**src/hw/rtmc_pkg.sv**
```systemverilog
package rtmc_pkg;

  // ----------------------------------------------------------------
  // register map
  // ----------------------------------------------------------------
  localparam int unsigned ADDR_W      = 8;
  localparam int unsigned DATA_W      = 16;
  localparam logic [7:0]  OFS_CONTROL = 8'h00;
  localparam logic [7:0]  OFS_STATUS  = 8'h04;
  localparam logic [7:0]  OFS_SELFTEST = 8'h08;
  localparam logic [7:0]  OFS_LAST_CMD = 8'h0C;
  localparam logic [7:0]  OFS_VECTOR  = 8'h10;
  localparam logic [4:0]  RST_RT_ADDR = 5'h01;

  // ----------------------------------------------------------------
  // command word and terminal status word fields
  // ----------------------------------------------------------------
  localparam int unsigned CW_TR       = 10;
  localparam logic [4:0]  BCAST_ADDR  = 5'h1F;
  localparam logic [4:0]  SA_MODE_LO  = 5'h00;
  localparam logic [4:0]  SA_MODE_HI  = 5'h1F;
  localparam int unsigned SW_ME       = 10;
  localparam int unsigned SW_BR       = 4;

  // ----------------------------------------------------------------
  // self-test word error fields
  // ----------------------------------------------------------------
  localparam int unsigned BW_LWC      = 5;
  localparam int unsigned BW_HWC      = 6;
  localparam int unsigned BW_ILL      = 7;
  localparam int unsigned BW_TRE      = 8;
  localparam logic [15:0] BW_ERR_MASK = 16'h01E0;

  // ----------------------------------------------------------------
  // upper mode codes
  // ----------------------------------------------------------------
  localparam logic [4:0]  MC_VECTOR   = 5'h10;
  localparam logic [4:0]  MC_SYNC_DATA = 5'h11;
  localparam logic [4:0]  MC_LAST_CMD = 5'h12;
  localparam logic [4:0]  MC_SELFTEST = 5'h13;
  localparam logic [4:0]  MC_SHUTDOWN = 5'h14;
  localparam logic [4:0]  MC_OVERRIDE = 5'h15;

  // ----------------------------------------------------------------
  // timing counts, in device clock cycles
  // ----------------------------------------------------------------
  localparam int unsigned GRANT_CYCLES = 2;
  // request cycle plus two synchroniser stages before the vector is usable
  localparam int unsigned VEC_WAIT_CYCLES = 4;
  localparam int unsigned HAND_CYCLES = 2;

  typedef enum logic [5:0] {
    S_IDLE    = 6'b000001,
    S_COLLECT = 6'b000010,
    S_HAND    = 6'b000100,
    S_VEC     = 6'b001000,
    S_STAT    = 6'b010000,
    S_DATA    = 6'b100000
  } rtmc_state_e;

endpackage

```
**src/hw/rtmc_sync.sv**
```systemverilog
`timescale 1ns/1ns
module rtmc_sync
  import rtmc_pkg::*;
#(
  parameter int unsigned  W       = 1,
  parameter logic [W-1:0] RST_VAL = '0
) (
  input  wire logic         CLK,
  input  wire logic         RST,
  input  wire logic [W-1:0] D,
  output logic      [W-1:0] Q
);
  // first stage is read only by the second
  logic [W-1:0] meta;

  always_ff @(posedge CLK) begin
    if (RST) begin
      meta <= RST_VAL;
      Q    <= RST_VAL;
    end else begin
      meta <= D;
      Q    <= meta;
    end
  end
endmodule // rtmc_sync

```
**src/hw/rtmc_host_hs.sv**
```systemverilog
`timescale 1ns/1ns
module rtmc_host_hs
  import rtmc_pkg::*;
(
  input  wire logic CLK,
  input  wire logic RST,
  input  wire logic STROBE,
  input  wire logic BUSY,
  output logic      GRANT_N,
  output logic      DONE_N
);
  logic [1:0] wait_cnt;

  // wait restarts while the bus is busy, so the grant trails the release
  always_ff @(posedge CLK) begin
    if (RST) begin
      wait_cnt <= 2'h0;
      GRANT_N  <= 1'b1;
    end else if (!STROBE) begin
      wait_cnt <= 2'h0;
      GRANT_N  <= 1'b1;
    end else if (BUSY && GRANT_N) begin
      wait_cnt <= 2'h0;
    end else if (GRANT_N) begin
      if (wait_cnt == 2'(GRANT_CYCLES - 1)) begin
        GRANT_N <= 1'b0;
      end else begin
        wait_cnt <= wait_cnt + 2'h1;
      end
    end
  end

  always_ff @(posedge CLK) begin
    if (RST) begin
      DONE_N <= 1'b1;
    end else if (!STROBE) begin
      DONE_N <= 1'b1;
    end else if (!GRANT_N) begin
      DONE_N <= 1'b0;
    end
  end
endmodule // rtmc_host_hs

```
**src/hw/rtmc_mode_upper.sv**
```systemverilog
`timescale 1ns/1ns
// Operation
// - transmit vector: status, then vector word fetched from subsystem under bus request.
// - invalid command gets no answer and changes nothing.
// - transmit-type code with receive direction: silent, message error plus listed test bits.
// - broadcast vector or test-word code: silent, message error, broadcast, illegal code.
// - sync with data: hand word to subsystem, then status unless broadcast.
// - sync with data: missing word sets low count, extra words high count, silent.
// - sync with data in transmit direction: silent, error, direction error, high count.
// - transmit last command: status unchanged, then the previous valid command word.
// - last command or test word followed by data, not broadcast: silent, message error only.
// - transmit test word: status then test word, test word left untouched.
// - test-word enable strobe marks the test word on the parallel bus.
// - selected shutdown: hand data word, status unless broadcast.
// - override selected shutdown: hand data word, status unless broadcast.
// - shutdown codes with wrong word count: silent, error, illegal, one count bit.
// - shutdown codes in transmit direction: silent, error, illegal, high count.
// - reserved codes answer status unless broadcast; transmit direction with data is an error.
// - reserved codes, receive direction, wrong count: silent, error, high count, illegal.
// - host grant two cycles after strobe, or two after the bus frees.
// - done indication drops within one cycle after the strobe is released.
module rtmc_mode_upper
  import rtmc_pkg::*;
(
  input  wire logic         CLK,
  input  wire logic         RST,
  input  wire logic [7:0]   REG_ADDR,
  input  wire logic [15:0]  REG_WDATA,
  input  wire logic         REG_WR,
  input  wire logic         REG_RD,
  output logic      [15:0]  REG_RDATA,
  input  wire logic         CMD_VALID,
  input  wire logic         CMD_INVALID,
  input  wire logic [15:0]  CMD_WORD,
  input  wire logic         DATA_VALID,
  input  wire logic [15:0]  DATA_WORD,
  input  wire logic         MSG_END,
  output logic              TX_VALID,
  output logic              TX_STATUS,
  output logic      [15:0]  TX_WORD,
  input  wire logic [15:0]  PARALLEL_DATA_BUS_IN,
  output logic      [15:0]  PARALLEL_DATA_BUS_OUT,
  output logic              PARALLEL_DATA_BUS_OE_N,
  output logic              SUBSYSTEM_BUS_REQUEST,
  output logic              SELFTEST_WORD_ENABLE,
  input  wire logic         HOST_ACCESS_STROBE_N,
  output logic              HOST_ACCESS_GRANT_N,
  output logic              HOST_TRANSFER_DONE_N
);

  // ----------------------------------------------------------------
  // state
  // ----------------------------------------------------------------
  rtmc_state_e  state;
  logic [4:0]   rt_addr;
  logic [1:0]   sw_flags;
  logic [15:0]  selftest_word;
  logic [15:0]  last_cmd;
  logic [15:0]  vector_word;
  logic [4:0]   cur_mc;
  logic         cur_tr;
  logic         cur_bc;
  logic [1:0]   word_cnt;
  logic [15:0]  rx_word;
  logic [1:0]   step_cnt;
  logic [15:0]  pdb_in_s;
  logic         strobe_n_s;
  logic         host_strobe;
  logic         busy;
  logic         eval;
  logic         cmd_take;
  logic         cmd_upper;
  logic         e_me, e_br, e_tre, e_lwc, e_hwc, e_ill, e_ok, e_keep;

  function automatic logic is_mode_cmd(input logic [15:0] w);
    is_mode_cmd = (w[9:5] == SA_MODE_LO) || (w[9:5] == SA_MODE_HI);
  endfunction

  function automatic logic [15:0] status_word(input logic [4:0] a, input logic [1:0] f);
    logic [15:0] s;
    s         = {a, 11'h000};
    s[SW_ME]  = f[1];
    s[SW_BR]  = f[0];
    status_word = s;
  endfunction

  // ----------------------------------------------------------------
  // pin synchronisers and host handshake
  // ----------------------------------------------------------------
  rtmc_sync #(.W(16)) u_pdb_sync (
    .CLK (CLK),
    .RST (RST),
    .D   (PARALLEL_DATA_BUS_IN),
    .Q   (pdb_in_s)
  );

  // the strobe idles high, so its stages reset high and no false strobe follows reset
  rtmc_sync #(.W(1), .RST_VAL(1'b1)) u_strobe_sync (
    .CLK (CLK),
    .RST (RST),
    .D   (HOST_ACCESS_STROBE_N),
    .Q   (strobe_n_s)
  );

  assign host_strobe = !strobe_n_s;
  // the handler owns the internal bus while it talks to the subsystem
  assign busy        = (state == S_HAND) || (state == S_VEC);

  rtmc_host_hs u_host_hs (
    .CLK     (CLK),
    .RST     (RST),
    .STROBE  (host_strobe),
    .BUSY    (busy),
    .GRANT_N (HOST_ACCESS_GRANT_N),
    .DONE_N  (HOST_TRANSFER_DONE_N)
  );

  // ----------------------------------------------------------------
  // command intake
  // ----------------------------------------------------------------
  assign cmd_take  = CMD_VALID && !CMD_INVALID &&
                     ((state == S_IDLE) || (state == S_COLLECT));
  assign cmd_upper = is_mode_cmd(CMD_WORD) && CMD_WORD[4];
  assign eval      = (state == S_COLLECT) && MSG_END && !CMD_VALID;

  // ----------------------------------------------------------------
  // error decode at end of message
  // ----------------------------------------------------------------
  always_comb begin
    e_me = 1'b0; e_br = 1'b0; e_tre = 1'b0;
    e_lwc = 1'b0; e_hwc = 1'b0; e_ill = 1'b0;
    e_ok = 1'b0; e_keep = 1'b0;
    case (cur_mc)
      MC_VECTOR, MC_LAST_CMD, MC_SELFTEST: begin
        if (!cur_tr) begin
          e_me  = 1'b1;
          e_tre = 1'b1;
          e_ill = cur_bc;
          e_br  = cur_bc && (cur_mc != MC_LAST_CMD);
          e_lwc = !(cur_bc && (cur_mc == MC_LAST_CMD));
        end else if (cur_bc) begin
          e_me  = 1'b1;
          e_br  = 1'b1;
          e_ill = 1'b1;
        end else if (word_cnt != 2'h0) begin
          e_me  = 1'b1;
          e_hwc = (cur_mc == MC_VECTOR);
        end else begin
          e_ok   = 1'b1;
          e_keep = (cur_mc != MC_VECTOR);
        end
      end
      MC_SYNC_DATA: begin
        if (cur_tr) begin
          e_me = 1'b1; e_tre = 1'b1; e_hwc = 1'b1; e_br = cur_bc;
        end else if (word_cnt == 2'h0) begin
          e_me = 1'b1; e_lwc = 1'b1;
        end else if (word_cnt != 2'h1) begin
          e_me = 1'b1; e_hwc = 1'b1;
        end else begin
          e_ok = 1'b1; e_br = cur_bc;
        end
      end
      MC_SHUTDOWN, MC_OVERRIDE: begin
        if (cur_tr) begin
          e_me = 1'b1; e_ill = 1'b1; e_hwc = 1'b1; e_br = cur_bc;
          e_tre = cur_bc && (cur_mc == MC_OVERRIDE);
        end else if (word_cnt != 2'h1) begin
          // the two codes assign the count bits the opposite way round
          e_me  = 1'b1; e_ill = 1'b1;
          e_lwc = (word_cnt == 2'h0) ^ (cur_mc == MC_SHUTDOWN);
          e_hwc = !e_lwc;
        end else begin
          e_ok = 1'b1; e_br = cur_bc;
        end
      end
      default: begin
        if (cur_tr ? (word_cnt != 2'h0) : (word_cnt != 2'h1)) begin
          e_me = 1'b1; e_hwc = 1'b1; e_ill = 1'b1;
        end else begin
          e_ok = 1'b1; e_br = cur_bc;
        end
      end
    endcase
  end

  // ----------------------------------------------------------------
  // message capture
  // ----------------------------------------------------------------
  always_ff @(posedge CLK) begin
    if (RST) begin
      cur_mc   <= 5'h00;
      cur_tr   <= 1'b0;
      cur_bc   <= 1'b0;
      word_cnt <= 2'h0;
      rx_word  <= 16'h0000;
    end else if (cmd_take && cmd_upper) begin
      cur_mc   <= CMD_WORD[4:0];
      cur_tr   <= CMD_WORD[CW_TR];
      cur_bc   <= (CMD_WORD[15:11] == BCAST_ADDR);
      word_cnt <= 2'h0;
    end else if ((state == S_COLLECT) && DATA_VALID) begin
      if (word_cnt == 2'h0) begin
        rx_word <= DATA_WORD;
      end
      if (word_cnt != 2'h2) begin
        word_cnt <= word_cnt + 2'h1;
      end
    end
  end

  // the stored command is the one before, so a repeat request returns it again
  always_ff @(posedge CLK) begin
    if (RST) begin
      last_cmd <= 16'h0000;
    end else if (cmd_take && !(is_mode_cmd(CMD_WORD) && CMD_WORD[4:0] == MC_LAST_CMD)) begin
      last_cmd <= CMD_WORD;
    end
  end

  // ----------------------------------------------------------------
  // status and self-test words; hardware update wins over a write
  // ----------------------------------------------------------------
  always_ff @(posedge CLK) begin
    if (RST) begin
      sw_flags <= 2'h0;
    end else if (eval && !e_keep) begin
      sw_flags <= {e_me, e_br};
    end
  end

  always_ff @(posedge CLK) begin
    if (RST) begin
      selftest_word <= 16'h0000;
    end else if (eval && !e_keep) begin
      selftest_word <= (selftest_word & ~BW_ERR_MASK)
                       | (16'(e_lwc) << BW_LWC) | (16'(e_hwc) << BW_HWC)
                       | (16'(e_ill) << BW_ILL) | (16'(e_tre) << BW_TRE);
    end else if (REG_WR && (REG_ADDR == OFS_SELFTEST)) begin
      selftest_word <= REG_WDATA;
    end
  end

  always_ff @(posedge CLK) begin
    if (RST) begin
      rt_addr <= RST_RT_ADDR;
    end else if (REG_WR && (REG_ADDR == OFS_CONTROL)) begin
      rt_addr <= REG_WDATA[4:0];
    end
  end

  // ----------------------------------------------------------------
  // register read port
  // ----------------------------------------------------------------
  always_ff @(posedge CLK) begin
    if (RST) begin
      REG_RDATA <= 16'h0000;
    end else if (!REG_RD) begin
      REG_RDATA <= 16'h0000;
    end else if (REG_ADDR == OFS_CONTROL) begin
      REG_RDATA <= {11'h000, rt_addr};
    end else if (REG_ADDR == OFS_STATUS) begin
      REG_RDATA <= status_word(rt_addr, sw_flags);
    end else if (REG_ADDR == OFS_SELFTEST) begin
      REG_RDATA <= selftest_word;
    end else if (REG_ADDR == OFS_LAST_CMD) begin
      REG_RDATA <= last_cmd;
    end else if (REG_ADDR == OFS_VECTOR) begin
      REG_RDATA <= vector_word;
    end else begin
      REG_RDATA <= 16'h0000;
    end
  end

  // ----------------------------------------------------------------
  // sequencer
  // ----------------------------------------------------------------
  always_ff @(posedge CLK) begin
    if (RST) begin
      state                  <= S_IDLE;
      step_cnt               <= 2'h0;
      vector_word            <= 16'h0000;
      TX_VALID               <= 1'b0;
      TX_STATUS              <= 1'b0;
      TX_WORD                <= 16'h0000;
      PARALLEL_DATA_BUS_OUT  <= 16'h0000;
      PARALLEL_DATA_BUS_OE_N <= 1'b1;
      SUBSYSTEM_BUS_REQUEST  <= 1'b0;
      SELFTEST_WORD_ENABLE   <= 1'b0;
    end else begin
      TX_VALID               <= 1'b0;
      TX_STATUS              <= 1'b0;
      SELFTEST_WORD_ENABLE   <= 1'b0;
      SUBSYSTEM_BUS_REQUEST  <= 1'b0;
      PARALLEL_DATA_BUS_OE_N <= 1'b1;
      case (state)
        S_IDLE, S_COLLECT: begin
          step_cnt <= 2'h0;
          if (cmd_take) begin
            state <= cmd_upper ? S_COLLECT : S_IDLE;
          end else if (eval) begin
            if (!e_ok) begin
              state <= S_IDLE;
            end else if (!cur_tr && (cur_mc != MC_VECTOR) && (cur_mc != MC_LAST_CMD)
                         && (cur_mc != MC_SELFTEST) && (cur_mc[3:0] < 4'h6)) begin
              state <= S_HAND;
            end else if (cur_bc) begin
              state <= S_IDLE;
            end else if (cur_mc == MC_VECTOR) begin
              state <= S_VEC;
            end else begin
              state <= S_STAT;
            end
          end
        end
        // the host holds the bus once granted; wait for it to let go
        S_HAND: begin
          if (HOST_ACCESS_GRANT_N) begin
            PARALLEL_DATA_BUS_OUT  <= rx_word;
            PARALLEL_DATA_BUS_OE_N <= 1'b0;
            SUBSYSTEM_BUS_REQUEST  <= 1'b1;
            step_cnt               <= step_cnt + 2'h1;
            if (step_cnt == 2'(HAND_CYCLES - 1)) begin
              state <= cur_bc ? S_IDLE : S_STAT;
            end
          end
        end
        S_VEC: begin
          if (HOST_ACCESS_GRANT_N) begin
            SUBSYSTEM_BUS_REQUEST <= 1'b1;
            step_cnt              <= step_cnt + 2'h1;
            if (step_cnt == 2'(VEC_WAIT_CYCLES - 1)) begin
              vector_word <= pdb_in_s;
              state       <= S_STAT;
            end
          end
        end
        S_STAT: begin
          TX_VALID  <= 1'b1;
          TX_STATUS <= 1'b1;
          TX_WORD   <= status_word(rt_addr, sw_flags);
          state     <= (cur_tr && (cur_mc < 5'h14)) ? S_DATA : S_IDLE;
        end
        S_DATA: begin
          TX_VALID <= 1'b1;
          state    <= S_IDLE;
          if (cur_mc == MC_VECTOR) begin
            TX_WORD <= vector_word;
          end else if (cur_mc == MC_LAST_CMD) begin
            TX_WORD <= last_cmd;
          end else begin
            TX_WORD                <= selftest_word;
            PARALLEL_DATA_BUS_OUT  <= selftest_word;
            PARALLEL_DATA_BUS_OE_N <= 1'b0;
            SELFTEST_WORD_ENABLE   <= 1'b1;
          end
        end
        default: begin
          state <= S_IDLE;
        end
      endcase
    end
  end
endmodule // rtmc_mode_upper

```
**config.mk**
```make
export PLATFORM = sky130hd
export DESIGN_NAME = rtmc_mode_upper
export DESIGN_NICKNAME = d
export VERILOG_FILES = /design/src/hw/rtmc_pkg.sv /design/src/hw/rtmc_sync.sv /design/src/hw/rtmc_host_hs.sv /design/src/hw/rtmc_mode_upper.sv
export SDC_FILE = /design/constraint.sdc
export NUM_CORES = 1
export LEC_CHECK = 0
export ABC_AREA = 1
export BUFFER_PORTS_ARGS = -buffer_cell sky130_fd_sc_hd__buf_2
export CORE_MARGIN = 5
export CORE_UTILIZATION = 45
export CTS_CLUSTER_DIAMETER = 150
export CTS_CLUSTER_SIZE = 28
export DETAILED_ROUTE_END_ITERATION = 10
export HOLD_SLACK_MARGIN = 0.1
export PLACE_DENSITY = 0.71
export SLEW_MARGIN = 20
export SYNTH_ARGS = -nofsm -noshare
export SYNTH_HDL_FRONTEND = slang
export SYNTH_SLANG_ARGS = --single-unit
export TNS_END_PERCENT = 10
```
**constraint.sdc**
```tcl
create_clock -name CLK -period 2.6 [get_ports CLK]
set_input_delay 0.78 -clock CLK [delete_from_list [all_inputs] [get_ports CLK]]
set_output_delay 0.78 -clock CLK [all_outputs]
set_load 0.05 [all_outputs]
```
==> out/qor_table.md <==
| Metric | Reported | Unit |
|---|---|---|
| Status | completed | - |
| Vias in the first global route | 6634 | - |
| Flip-flop cell with the highest count after synthesis | dfxtp_1 | - |
| Chip Height | 141 | µm |
| Post-synthesis sequential area ratio | 0.464 | - |
| Placed Instances | 1368 | - |
| Layout Cell Area excl Fill | 9150 | µm² |
| Path category of the worst min-delay check | reg -> reg | - |
| Clock transition time at the flip-flop clock pins of the worst setup and hold paths | 60 | ps |
| Final clock period utilization by the worst path | 0.848 | - |
| Placeable core region | 16700 | µm² |
| Post-layout instance count excluding filler cells | 1400 | - |
| Number of ports placed on the die boundary | 136 | - |
| Count of maximum capacitance violations | 0 | - |
| Total iterations of the first detailed-routing run | 6 | - |
| Mean Syn Cell Area | 7.41 | µm² |
| Fin. max-slew vios | 0 | - |
| Count of port buffers added during placement | 135 | - |
| Syn_nets | 1128 | - |
| Global routing usage on met3 | 0.0538 | - |
| Insertion delay to the later sink of the worst-skew pair | 440 | ps |
| Post-synth cell types | 44 | - |
| Share of final-layout standard cells stronger than drive strength 1 | 0.204 | - |
| Category of the worst setup path capture point | flip-flop | - |
| Total via count after detailed routing | 7275 | - |
| Die X | 141 | µm |
| Layout overhead on the synthesized area | 18.5 | % |
| Setup repair after global routing missed its margin | false | - |
| Fraction of registers with async set/reset | 0 | - |
| Hold bufs inserted after CTS | 0 | - |
| Number of setup buffers added after CTS | 0 | - |
| Mapped Cells | 1041 | - |
| Post-synth EDFFs | 0 | - |
| Peak Freq | 453 | MHz |
| Initial antenna violation count | 1 | - |
| Max Clock Skew | 5.82 | ps |
| Maximum number of pins on one net before global-route repair | 85 | - |
| Total global routing overflow | 0 | - |
| Critical-path maximum fanout | 11 | - |
| Library cell used as clock root buffer | clkbuf_16 | - |
| Number of synthesized register bits | 179 | - |
| GR met2 Demand/Resource | 0.336 | - |
| Number of cell rows | 47 | - |
| Static Leak | 4.05 | nW |
| PD cells | 617 | nW/µm² |
| Fin crit period | 2210 | ps |
| Total DRC errors in the routed layout | 0 | - |
| Setup-violating endpoint count in the final report | 0 | - |
| Antenna violation net count after detailed routing | 0 | - |
| Type of the worst setup path | reg -> reg | - |
| Wire length of the first global-routing pass | 35.3 | mm |
| WL/cell | 16.0 | µm |
| Number of DRC markers after the initial detailed-route iteration | 549 | - |
| Num Clock Sinks | 179 | - |
| Final routed wirelength across all metal layers | 22.5 | mm |
| TritonCTS buffer count | 17 | - |
| Met1 Usage GRT | 0.317 | - |
| VDD IR max | 0.528 | mV |
| Required time at the endpoint of the critical path | 2920 | ps |
| Quantity of gates resized following cts | 0 | - |
| Synthesis Warnings | 0 | - |
| Placed Area | 8560 | µm² |
| Normalized max-slew margin | 0.359 | - |
| Layer carrying the most global-route usage | met2 | - |
| Slew @ Worst Pin | 958 | ps |
| Routed via count divided by cell count | 5.20 | - |
| Weighted congestion reported at the end of routability-driven placement | 0.936 | - |
| Final-layout setup total negative slack | 0 | ps |
| Startpoint type of the worst setup path | flip-flop | - |
| Detailed placement HPWL | 16.7 | mm |
| Post-Synthesis Cell Area | 7720 | µm² |
| Total global-route track usage | 0.226 | - |
| Endpoints failing hold | 0 | - |
| Clock tree from TritonCTS | done | - |
| Initial Utilization | 0.462 | - |
| Nets@finish | 1254 | - |
| Die footprint | 19900 | µm² |
| Crit path arrival time | 2520 | ps |
| Number of buffers on the longest clock path | 2 | - |
| Number of H-tree levels | 4 | - |
==> cell families after synthesis <==
kind of cell | Yosys count | synth area share
DFF | 179 | 0.464
AOI/OAI and AO/OA | 254 | 0.180
buffers and inverters | 159 | 0.0862
xor gates and xnor gates | 1 | 0.00113
and+or+nand+nor | 442 | 0.259
adders and majority gates | 6 | 0.00973
==> cells in the final DEF, fill, tap and decap left out, drive strengths merged, types with 12 or more instances in the layout <==
cell and instances:
a21oi 93, buf 147, clkbuf 23, dfxtp 179, inv 118, nand2 177, nand3 38, nor2 199
o211ai 14, o21ai 123, o221ai 12
==> area by class of cell <==
class / count / area [µm²]
multi-input cells: 703 / 3470
fillers: 1598 / 7550
inverters: 119 / 452
well taps: 220 / 275
repair buffers: 147 / 778
clock buffers: 23 / 488
diodes: 1 / 2.50
clock inverters: 8 / 101
flip-flops and latches: 179 / 3580
==> critical path, cell delays in order (launching register included) <==
cell     delay [ps]
dfxtp_1         420
nor2_4          100
nand3_1         110
inv_1            60
nor2_1          740
inv_1           360
o21ai_0         260
a21oi_1          60
==> per-layer routing <==
layer | vias to the layer above | wire [µm]
li1 | 3643 | -
met2 | 344 | 9580
met4 | 2 | 678
met1 | 3240 | 10100
met5 | - | 13
met3 | 46 | 2100
==> sequential cells by signal, summed over array words and instances (netlist names), 2 cells and up <==
signal / cells
u_host_hs.wait_cnt: 2
rx_word: 16
REG_RDATA: 16
rt_addr: 5
word_cnt: 2
u_pdb_sync.meta: 16
vector_word: 16
u_pdb_sync.Q: 16
last_cmd: 16
step_cnt: 2
TX_WORD: 16
selftest_word: 16
state: 6
PARALLEL_DATA_BUS_OUT: 16
cur_mc: 5
sw_flags: 2
==> power by group <==
part,internal [mW],switching (mW)
Combinational,0.0938,0.159
Clock,1.51,1.07
Sequential,2.79,0.0260
Total,4.39,1.25
==> synthesized netlist by cell type (3+ instances only) <==
cell | instances | area, µm²
dfxtp_1 | 179 | 3580
nand2_1 | 168 | 631
nor2_1 | 166 | 623
inv_1 | 108 | 405
o21ai_0 | 102 | 510
a21oi_1 | 93 | 465
nand3_1 | 37 | 185
clkbuf_1 | 25 | 93.8
nor2_2 | 25 | 156
o21ai_1 | 21 | 105
o211ai_1 | 13 | 97.6
o221ai_1 | 12 | 105
inv_2 | 8 | 30.0
nand4_1 | 8 | 50.1
nor2_4 | 7 | 78.8
buf_2 | 6 | 30.0
buf_6 | 6 | 67.6
ha_1 | 6 | 75.1
nand2_2 | 5 | 31.3
a31oi_1 | 4 | 25.0
nand2_4 | 4 | 45.0
nor3_1 | 4 | 20.0
o21a_1 | 4 | 30.0
or2_2 | 4 | 25.0
buf_4 | 3 | 22.5
==> path summary, 6_finish.rpt <==
path / startpoint / end / slack [ps] / cells after the start
hold reg to reg: u_pdb_sync.meta[1] / u_pdb_sync.Q[1] / 390 / 2
setup / recovery: state[1] / TX_WORD[10] / 390 / 7
setup reg to reg: state[1] / TX_WORD[10] / 390 / 7
hold / removal: u_pdb_sync.meta[1] / u_pdb_sync.Q[1] / 390 / 2
==> stage by stage <==
stage	total power, mW	hold slack [ps]	worst slack [ps]	utilization
final	5.64	394	394	0.548
after global routing	5.82	419	207	0.548
after CTS	5.67	398	480	0.548
after detailed placement	3.12	392	299	0.512
after global placement	3.12	391	325	0.512
after floorplan	3.00	388	613	-
Power figures use the tool's default switching activity.
